`src/rtl/term_reg_pkg.sv`:
```
package term_reg_pkg;

	// control byte field positions
	localparam int REG_ACCESS_BIT = 7;
	localparam int WRITE_BIT = 6;
	localparam int NUMBER_MSB = 5;
	localparam int NUMBER_LSB = 0;

	// register numbers and widths
	localparam int NUMBER_W = 6;
	localparam int WORD_W = 16;
	localparam int REG_COUNT = 64;
	localparam logic [5:0] CODE_WORD_NUM = 6'h1f;
	localparam logic [5:0] FEATURE_NUM = 6'h20;

	// code word values and reset values
	localparam logic [15:0] UNLOCK_CODE = 16'h1235;
	localparam logic [15:0] LOCK_CODE = 16'h0000;
	localparam logic [15:0] CODE_WORD_RESET = 16'h0000;
	localparam logic [15:0] FEATURE_RESET = 16'h0000;
	localparam logic [7:0] STATUS_RESET = 8'h00;
	localparam logic [15:0] IN_WORD_RESET = 16'h0000;

	// request from the controller: control byte plus output word
	typedef struct packed {
		logic [7:0] control_byte;
		logic [15:0] host_out_word;
	} host_req_t;

	// answer to the controller: status byte plus input word
	typedef struct packed {
		logic [7:0] status_byte;
		logic [15:0] terminal_in_word;
	} term_ans_t;

	typedef enum logic [1:0] {
		ST_IDLE,
		ST_READ_WAIT,
		ST_HOLD
	} access_state_t;

	function automatic logic is_reg_access(input logic [7:0] ctrl);
		return ctrl[REG_ACCESS_BIT];
	endfunction

	function automatic logic is_write(input logic [7:0] ctrl);
		return ctrl[WRITE_BIT];
	endfunction

	function automatic logic [5:0] register_number_field(input logic [7:0] ctrl);
		return ctrl[NUMBER_MSB:NUMBER_LSB];
	endfunction

endpackage

```
`src/rtl/reg_word_mem.sv`:
```
`timescale 1ns/1ps
`default_nettype none

// general user register words; read data leave a register one edge later
module reg_word_mem (
	input wire logic clk,
	input wire logic we,
	input wire logic [5:0] waddr,
	input wire logic [15:0] wdata,
	input wire logic [5:0] raddr,
	output logic [15:0] rdata
);
	import term_reg_pkg::*;

	logic [15:0] words [0:REG_COUNT-1];

	// no reset on the array, so unwritten words read undefined
	always_ff @(posedge clk) begin
		if (we) begin
			words[waddr] <= wdata;
		end
		rdata <= words[raddr];
	end

endmodule

`default_nettype wire

```
`src/rtl/terminal_register_access.sv`:
```
`timescale 1ns/1ps
`default_nettype none

module terminal_register_access (
	input wire logic CORE_CLK,
	input wire logic RST,
	input wire term_reg_pkg::host_req_t HOST_REQ,
	input wire term_reg_pkg::term_ans_t PROCESS_ANS,
	input wire logic RESTART,
	output term_reg_pkg::term_ans_t TERM_ANS,
	output logic [15:0] FEATURE_ACTIVE,
	output logic WRITE_UNLOCKED
);
	import term_reg_pkg::*;

	// which storage a register number lands in
	typedef enum logic [1:0] {
		TGT_CODE,
		TGT_FEATURE,
		TGT_PLAIN
	} target_t;

	// shared by the write path and the read path so both agree on the map
	function automatic target_t reg_target(input logic [5:0] number);
		if (number == CODE_WORD_NUM) begin
			return TGT_CODE;
		end else if (number == FEATURE_NUM) begin
			return TGT_FEATURE;
		end else begin
			return TGT_PLAIN;
		end
	endfunction

	// sequencer state
	access_state_t state, next_state;
	logic [7:0] held_ctrl, next_held_ctrl;

	// stored registers
	logic [15:0] code_word, next_code_word;
	logic [15:0] feature_config, next_feature_config;
	logic [15:0] feature_active, next_feature_active;

	// answer towards the controller
	term_ans_t answer, next_answer;

	// request decode
	logic [7:0] ctrl;
	logic [5:0] num;
	logic [5:0] held_num;
	target_t target;
	target_t held_target;
	logic take;
	logic take_write;
	logic take_read;
	logic unlocked;
	logic mem_we;
	logic [15:0] mem_rdata;

	assign ctrl = HOST_REQ.control_byte;
	assign num = register_number_field(ctrl);
	assign held_num = register_number_field(held_ctrl);
	assign target = reg_target(num);
	assign held_target = reg_target(held_num);
	assign unlocked = (code_word == UNLOCK_CODE);

	// a request is taken only from idle and only with the access bit set
	assign take = (state == ST_IDLE) && is_reg_access(ctrl);
	assign take_write = take && is_write(ctrl);
	assign take_read = take && !is_write(ctrl);

	// plain words other than code word and feature register
	reg_word_mem mem (
		.clk(CORE_CLK),
		.we(mem_we),
		.waddr(num),
		.wdata(HOST_REQ.host_out_word),
		.raddr(num),
		.rdata(mem_rdata)
	);

	// sequencer: idle, one wait edge for the registered memory word, then hold
	always_comb begin
		next_state = state;
		next_held_ctrl = held_ctrl;
		case (state)
			ST_IDLE: begin
				if (take) begin
					next_held_ctrl = ctrl;
				end
				// writes answer at once, reads wait for the memory word
				if (take_write) begin
					next_state = ST_HOLD;
				end else if (take_read) begin
					next_state = ST_READ_WAIT;
				end
			end
			ST_READ_WAIT: begin
				next_state = ST_HOLD;
			end
			ST_HOLD: begin
				// an unchanged request is never served twice
				if (ctrl != held_ctrl) begin
					next_state = ST_IDLE;
				end
			end
			default: begin
				next_state = ST_IDLE;
			end
		endcase
	end

	// sequencer registers
	always_ff @(posedge CORE_CLK or posedge RST) begin
		if (RST) begin
			state <= ST_IDLE;
			held_ctrl <= STATUS_RESET;
		end else begin
			state <= next_state;
			held_ctrl <= next_held_ctrl;
		end
	end

	// register writes; the code word stays open so it can always unlock
	always_comb begin
		next_code_word = code_word;
		next_feature_config = feature_config;
		next_feature_active = feature_active;
		mem_we = 1'b0;
		if (take_write) begin
			case (target)
				TGT_CODE: begin
					// any value but the unlock code locks again
					next_code_word = HOST_REQ.host_out_word;
				end
				TGT_FEATURE: begin
					if (unlocked) begin
						next_feature_config = HOST_REQ.host_out_word;
					end
				end
				TGT_PLAIN: begin
					if (unlocked) begin
						mem_we = 1'b1;
					end
				end
				default: begin
					mem_we = 1'b0;
				end
			endcase
			// locked writes are dropped here; the answer path still receipts them
		end
		// staged configuration reaches the terminal only on restart
		if (RESTART) begin
			next_feature_active = feature_config;
		end
	end

	// stored registers; lock changes act at once, only the feature set waits
	always_ff @(posedge CORE_CLK or posedge RST) begin
		if (RST) begin
			code_word <= CODE_WORD_RESET;
			feature_config <= FEATURE_RESET;
			feature_active <= FEATURE_RESET;
		end else begin
			code_word <= next_code_word;
			feature_config <= next_feature_config;
			feature_active <= next_feature_active;
		end
	end

	// answer: receipts, read data, or the process image copied through
	always_comb begin
		next_answer = answer;
		case (state)
			ST_IDLE: begin
				if (take_write) begin
					// input word kept as it was; it means nothing after a write
					next_answer.status_byte = ctrl & ~(8'h01 << WRITE_BIT);
				end else if (!take) begin
					next_answer = PROCESS_ANS;
				end
				// a fresh read leaves the answer alone until its word is ready
			end
			ST_READ_WAIT: begin
				next_answer.status_byte = held_ctrl;
				// high byte lands in bits 15..8; the output word is never looked at
				case (held_target)
					TGT_CODE: begin
						next_answer.terminal_in_word = code_word;
					end
					TGT_FEATURE: begin
						next_answer.terminal_in_word = feature_config;
					end
					default: begin
						next_answer.terminal_in_word = mem_rdata;
					end
				endcase
			end
			ST_HOLD: begin
				next_answer = answer;
			end
			default: begin
				next_answer = answer;
			end
		endcase
	end

	// answer register
	always_ff @(posedge CORE_CLK or posedge RST) begin
		if (RST) begin
			answer <= {STATUS_RESET, IN_WORD_RESET};
		end else begin
			answer <= next_answer;
		end
	end

	assign TERM_ANS = answer;
	assign FEATURE_ACTIVE = feature_active;
	assign WRITE_UNLOCKED = unlocked;

endmodule

`default_nettype wire

```
`config.mk`:
```
export PLATFORM = sky130hd
export DESIGN_NAME = terminal_register_access
export DESIGN_NICKNAME = d
export VERILOG_FILES = /design/src/rtl/term_reg_pkg.sv /design/src/rtl/reg_word_mem.sv /design/src/rtl/terminal_register_access.sv
export SDC_FILE = /design/constraint.sdc
export NUM_CORES = 1
export LEC_CHECK = 0
export BUFFER_PORTS_ARGS = -buffer_cell sky130_fd_sc_hd__buf_2
export CAP_MARGIN = 30
export CORE_MARGIN = 4
export CORE_UTILIZATION = 55
export CTS_BUF_LIST = sky130_fd_sc_hd__clkbuf_8
export CTS_CLUSTER_SIZE = 40
export DETAILED_ROUTE_END_ITERATION = 7
export PLACE_DENSITY_LB_ADDON = 0.1
export SYNTH_ARGS = -nofsm -noshare
export SYNTH_HDL_FRONTEND = slang
export SYNTH_HIERARCHICAL = 1
export SYNTH_SLANG_ARGS = --single-unit
```
`constraint.sdc`:
```
create_clock -name CORE_CLK -period 4.35 [get_ports CORE_CLK]
set_input_delay 0.435 -clock CORE_CLK [delete_from_list [all_inputs] [get_ports CORE_CLK]]
set_output_delay 0.435 -clock CORE_CLK [all_outputs]
set_load 0.005 [all_outputs]
```
==> metrics.txt, run 1 <==
setup tns final 0 ns; Yosys cell types 62; RSZ-0062 raised after global routing false; Slew headroom 34.21%; PortBufs 91; count leader, synth edfxtp_1; Final Hold Viols 0; DR iter-0 viols 2198; die footprint 84210 µm²; clock tree buffer depth 3; mapped cell area 43800 µm²; first-pass GRT wire length 156.7 mm; Initial Utilization 55.44%; Final min period 3.632 ns; post-DP HPWL 65.03 mm; Worst Min Path Start PROCESS_ANS[21]; Post CTS Setup Buffer Count 0; clock network latency to the later pin of the worst-skew pair 0.83 ns; Buf+Inv Stages, Crit Path 2; CP Max Fanout 29; Die Ht 290.2 µm; R2R Setup Slk 0.72 ns; post-synth top area cell edfxtp_1; EDFF count, synth 1024; vias in the first global route 22790; Met2 Routed Length 52.24 mm; kind of critical path flop to flop; chip width 290.2 µm; Worst Setup SP state[0]$_DFFE_PP0P_; largest net degree at the start of global routing 88; RR Endpoint mem/words[38][2]$_DFFE_PP_; Avg WL per Cell 29.51 µm; GPL Wtd Cong 0.8599; Req. time, crit path 4.84 ns; final cycle utilization of the critical path 83.50%; routed wire length 107.0 mm; met3 WL 8.518 mm; #FFs+latches synth 1122; initial antenna violation count 3; part of the Yosys area used for sequential elements 75.63%; DRT met1 WL 42.90 mm; Arr. time, crit path 4.12 ns; vias post-DR 22430; Highest Signal Layer met4; Synth top cells by count edfxtp_1, mux4_2, mux2i_1, nor2_1, nand2_1; Slew Limit Fails 0; slowest CP cell dfrtp_1; layout cells sized above 1 28.85%; root buf cell clkbuf_8; crit path cell chain nor3b_2 > nand2_1 > nor4_1 > buf_4 > nor2b_1 > nand3_1 > nor2_1 > buf_4; drt via density 6.184; reg2reg start state[0]$_DFFE_PP0P_; Final Total Pwr 21390 µW; CTS Sinks 1122; maximum clock rate 275.3 MHz; Post-synth top flop edfxtp_1; Syn. warnings 6; max cap viols 0; crit end category flop; DRC viols 0; slowest stage delay, CP 0.71 ns; Static Leak 0.01670 µW; syn nets 2200; Post-Synthesis Cells 2149; Routed Antenna Nets 0; Clock transition at path regs 0.06 ns; crit-path leading delay family simple AND/OR/NAND/NOR gates; PwrDens 434.2 nW/µm²; WHS 0.09771 ns; total CTS buffers 176; crit start category flop; GRT overflow 0; GR Util All Layers 25.60%; nets 2488; Final setup viols 0; Rows 103; status completed; hold crit path type input pin to flop; H-Tree Level Count 4; Post-synth ARST share 7.308%; Crit path top cell by count buf_4; Top Ports 92; Mapped Avg Cell Area 20.38 µm²; Critical Path Stages 8; CP endpoint mem/words[38][2]$_DFFE_PP_; drt pass-1 iters 5; depth of the most critical reg-to-reg path 8; Worst Max-Slew Pin Slew 0.9849 ns; Yosys top cell area share 70.21%; Worst Skew 0.03910 ns; CTS tree yes; Max VDD drop 0.2604 mV; Core ar. 79000 µm²; most area-consuming cells after synthesis edfxtp_1, mux4_2, dfrtp_1, mux2i_1, mux2_2; Synth-to-Final Area Change 12.49%
==> what timing repair did <==
action | in CTS | in global routing
setup endpoints to repair | 0 | 0
resized for setup | 0 | 0
hold endpoints to repair | 64 | 0
hold buffers | 26 | 0
==> layout make-up <==
type | count | area, µm²
antenna | 2 | 5.005
clock buffer | 192 | 2643
clock inverter | 124 | 610.6
fill | 5481 | 29730
inverter | 10 | 38.79
multi-input combinational | 893 | 9833
sequential | 1122 | 33120
tap | 1050 | 1314
timing repair buffer | 234 | 1703
==> metrics by stage <==
step	worst slack (ns)	util, %	std cells	cell area, µm²
floorplan	0.8130	-	2149	43800
CTS	0.6852	62.35	3624	49260
detailed placement	0.7393	57.90	3282	45740
global placement	0.7240	57.84	3278	45690
global route	0.5184	62.36	3626	49270
finish	0.7179	62.37	3627	49270
==> placed cells by master (no fill, tap or decap), drive strengths merged, types with 39 or more instances in the layout <==
master,synthesis,final
clkinv,0,55
dfrtp,82,82
clkbuf,39,192
mux2,75,75
mux2i,91,91
buf,85,208
a22oi,39,39
edfxtp,1024,1024
nand2,85,85
inv,10,76
mux4,224,224
nor2,94,94
==> how the worst min path moves through the flow <==
stage,end,slack [ns],cells after the start
after global placement,FEATURE_ACTIVE[0]$_DFFE_PP0P_,0.44,2
after floorplan,TERM_ANS[0]$_DFFE_PP0P_,0.42,2
after detailed placement,FEATURE_ACTIVE[0]$_DFFE_PP0P_,0.44,2
after global routing,mem/words[46][13]$_DFFE_PP_,0.05,1
after CTS,mem/words[46][13]$_DFFE_PP_,0.01,1
final,TERM_ANS[21]$_DFFE_PP0P_,0.1,4
==> worst reg2reg max path, stage by stage, from the launching register on <==
cell and delay, ns:
dfrtp_1 0.71, nor3b_2 0.32, nand2_1 0.15, nor4_1 0.35, buf_4 0.23, nor2b_1 0.26
nand3_1 0.62, nor2_1 0.32, buf_4 0.31
==> report_power, final <==
group          internal (µW)  total (µW)  switching [µW]
clock network           4140        8180            4050
registers              11900       11900            79.3
logic                    469        1270             800
total                  16500       21400            4930
==> cells by family after synthesis <==
family | after synthesis | share of synthesized area (%)
flip-flops | 1122 | 75.63
multiplexers | 390 | 15.56
AND/OR/NAND/NOR | 306 | 3.451
AO/OA/AOI/OAI | 189 | 3.237
buffers and inverters | 134 | 1.965
XOR/XNOR | 8 | 0.1600
==> per-layer routing <==
metal,vias up,global-route usage (%)
met3,182,6.411
met5,-,0
li1,9471,-
met2,978,40.86
met1,11800,35.04
met4,0,8.852
==> registers in the layout, indices dropped and copies added (netlist names) <==
signal	count
FEATURE_ACTIVE	16
code_word	16
state	2
mem/rdata	16
TERM_ANS	24
feature_config	16
held_ctrl	8
mem/words	1024
Power figures use the tool's default switching activity.
==> run 2: changes to the inputs <==
--- a/config.mk
+++ b/config.mk
@@ -5,6 +5,7 @@
 export SDC_FILE = /design/constraint.sdc
 export NUM_CORES = 1
 export LEC_CHECK = 0
+export ABC_AREA = 1
 export BUFFER_PORTS_ARGS = -buffer_cell sky130_fd_sc_hd__buf_2
 export CAP_MARGIN = 30
 export CORE_MARGIN = 4
==> constraint.sdc (replaced) <==
create_clock -name CORE_CLK -period 3.43 [get_ports CORE_CLK]
set_input_delay 0.343 -clock CORE_CLK [delete_from_list [all_inputs] [get_ports CORE_CLK]]
set_output_delay 0.343 -clock CORE_CLK [all_outputs]
set_load 0.005 [all_outputs]
==> run 2 against run 1 <==
  * Synthesized area increased by 6.0%
  * Die area is 5.8% higher
  * Synthesized cell count rose by 89%
  * Combinational power rose by 76%
  * Core utilization is 0.077 points higher
==> metrics.txt, run 2 <==
status completed; Mapped Avg Cell Area 11.41 µm²; Synth-to-Final Area Change 12.61%; Post-synth top flop edfxtp_1; die footprint 89080 µm²; Final min period 3.290 ns; Final Hold Viols 0; most frequent cells in the layout nand2_1, edfxtp_1, nand3_1; setup ws final 0.1404 ns; GR Util All Layers 28.58%; final cycle utilization of the critical path 95.91%; # resized after CTS 0; RR Endpoint mem/words[26][5]$_DFFE_PP_; EDFF count, synth 1024; most area-consuming cells after synthesis edfxtp_1, nand2_1, nand3_1, dfrtp_1, buf_2; switching share of power 24.94%; count leader, synth nand2_1; pre-CTS setup slack 0.1850 ns; nets 4352; layout cells sized above 1 11.95%; Worst Setup SP code_word[14]$_DFFE_PP0P_; Switch Pwr 6958 µW; Slew headroom 34.18%; first-pass GRT wire length 191.8 mm; CTS Sinks 1122; vias post-DR 31890; largest net degree at the start of global routing 146; root buf cell clkbuf_8; Worst Skew 0.03837 ns; WHS 0.08433 ns; GRT overflow 0; R2R Setup Slk 0.14 ns; DR iter-0 viols 3829; setup tns final 0 ns; Gate power share 8.0%; hold crit path type input pin to flop; Rows 106; CP Max Fanout 14; Worst Max-Slew Pin Slew 0.9873 ns; vias in the first global route 30330; Most flops, register mem/words; Max VDD drop 0.4314 mV; CTS tree yes; Arr. time, crit path 3.82 ns; final instance area 52260 µm²; Pint 20940 µW; Die Ht 298.5 µm; reg2reg start code_word[14]$_DFFE_PP0P_; total CTS buffers 181; post-DP HPWL 73.94 mm; post-synth top area cell edfxtp_1; Req. time, crit path 3.96 ns; Initial Utilization 55.45%; syn nets 4118; Yosys cell types 35; Routed Antenna Nets 0; clock power share 37.7%; crit start category flop; DRC viols 0; dpl cell area 48470 µm²; Final Total Pwr 27900 µW; chip width 298.5 µm; Final setup viols 0; Yosys top cell area share 66.26%; Top Ports 92; Post-Synthesis Cells 4067; PortBufs 91; Slew Limit Fails 0; kind of critical path flop to flop; #FFs+latches synth 1122; routed wire length 128.4 mm; initial antenna violation count 4; part of the Yosys area used for sequential elements 71.37%; Fillers 6653; Clock transition at path regs 0.07 ns; crit end category flop; drt via density 5.708; maximum clock rate 304.0 MHz; CP endpoint mem/words[26][5]$_DFFE_PP_; depth of the most critical reg-to-reg path 11; drt pass-1 iters 6; most common cell after layout, fill and taps aside nand2_1; Syn. warnings 6; Post-synth ARST share 7.308%; Synth top cells by count nand2_1, edfxtp_1, nand3_1; clock network latency to the later pin of the worst-skew pair 0.84 ns; Core ar. 83690 µm²; RSZ-0062 raised after global routing false; Avg WL per Cell 22.99 µm; Static Leak 0.02000 µW; max cap viols 0; PwrDens 533.9 nW/µm²; H-Tree Level Count 4; GPL Wtd Cong 0.8613; clock tree buffer depth 3; Seq pwr share 54.3%; mapped cell area 46410 µm²; Worst Min Path Start HOST_REQ[15]; max FFs per register 1024
## run 2: logic make-up (layout without fill, tap and decap cells)
kind of cell / after synthesis / after routing / share of synthesized area [%]
AO/OA/AOI/OAI: 46 / 46 / 0.5069
flip-flops: 1122 / 1122 / 71.37
XOR/XNOR: 2 / 2 / 0.03775
buffers and inverters: 299 / 683 / 3.818
AND/OR/NAND/NOR: 2589 / 2589 / 24.04
other: 0 / 2 / 0
multiplexers: 9 / 9 / 0.2184
## run 2: repair_timing
action | 4_1_cts | 5_1_grt
setup buffers | 0 | 6
endpoints found under the hold margin | 161 | 2
hold buffers | 41 | 1
setup endpoints to repair | 0 | 72
## run 2: area by class of cell
class / instances / area [µm²] / area share, %
Clock buffer: 189 / 2601 / 4.978
Sequential cell: 1122 / 33120 / 63.38
Tap cell: 1134 / 1419 / 2.715
Timing Repair Buffer: 299 / 2631 / 5.035
Antenna cell: 2 / 5.005 / 0.009577
Inverter: 51 / 221.5 / 0.4238
Clock inverter: 144 / 694.4 / 1.329
Multi-Input combinational cell: 2646 / 11560 / 22.13
## run 2: worst min path at each step
stage                                                to  slack, ns  cells past startpoint
after floorplan                    state[0]$_DFFE_PP0P_       0.41                      1
after global placement    feature_config[6]$_DFFE_PP0P_       0.45                      2
after detailed placement  feature_config[8]$_DFFE_PP0P_       0.46                      2
after CTS                   mem/words[57][15]$_DFFE_PP_      0.005                      1
after global routing        mem/words[58][15]$_DFFE_PP_       0.04                      1
final                         code_word[15]$_DFFE_PP0P_       0.08                      3
## run 2: critical path: stages (launching register included)
cell and delay (ns):
dfrtp_1 0.41, inv_1 0.07, nand2_1 0.05, nor2_1 0.16, nand3_1 0.15, nor2_4 0.15
nand2_1 0.08, nor3_1 0.32, buf_4 0.24, nand4_1 0.58, nor2_1 0.55, buf_12 0.21
## run 2: per-layer routing
metal / vias up / GRT usage [%] / routed length [µm]
met5: - / 0 / 13
met4: 2 / 9.153 / 3408
met2: 1543 / 43.58 / 58780
li1: 14690 / - / -
met1: 15440 / 42.21 / 54130
met3: 222 / 5.194 / 12110
## run 2: per-stage QoR
stage	utilization, %	cells
2_1_floorplan	-	4067
3_3_place_gp	57.85	5200
3_5_place_dp	57.92	5203
4_1_cts	62.35	5577
5_1_grt	62.44	5586
6_report	62.44	5587
## run 2: power groups by stage
stage | sequential [µW] | combinational [µW] | clock (µW)
3_5_place_dp | 15400 | 2150 | 0
6_report | 15200 | 2230 | 10500
3_3_place_gp | 15400 | 2130 | 0
4_1_cts | 15200 | 2200 | 10700
2_1_floorplan | 15400 | 1220 | 0
5_1_grt | 15200 | 2420 | 11300
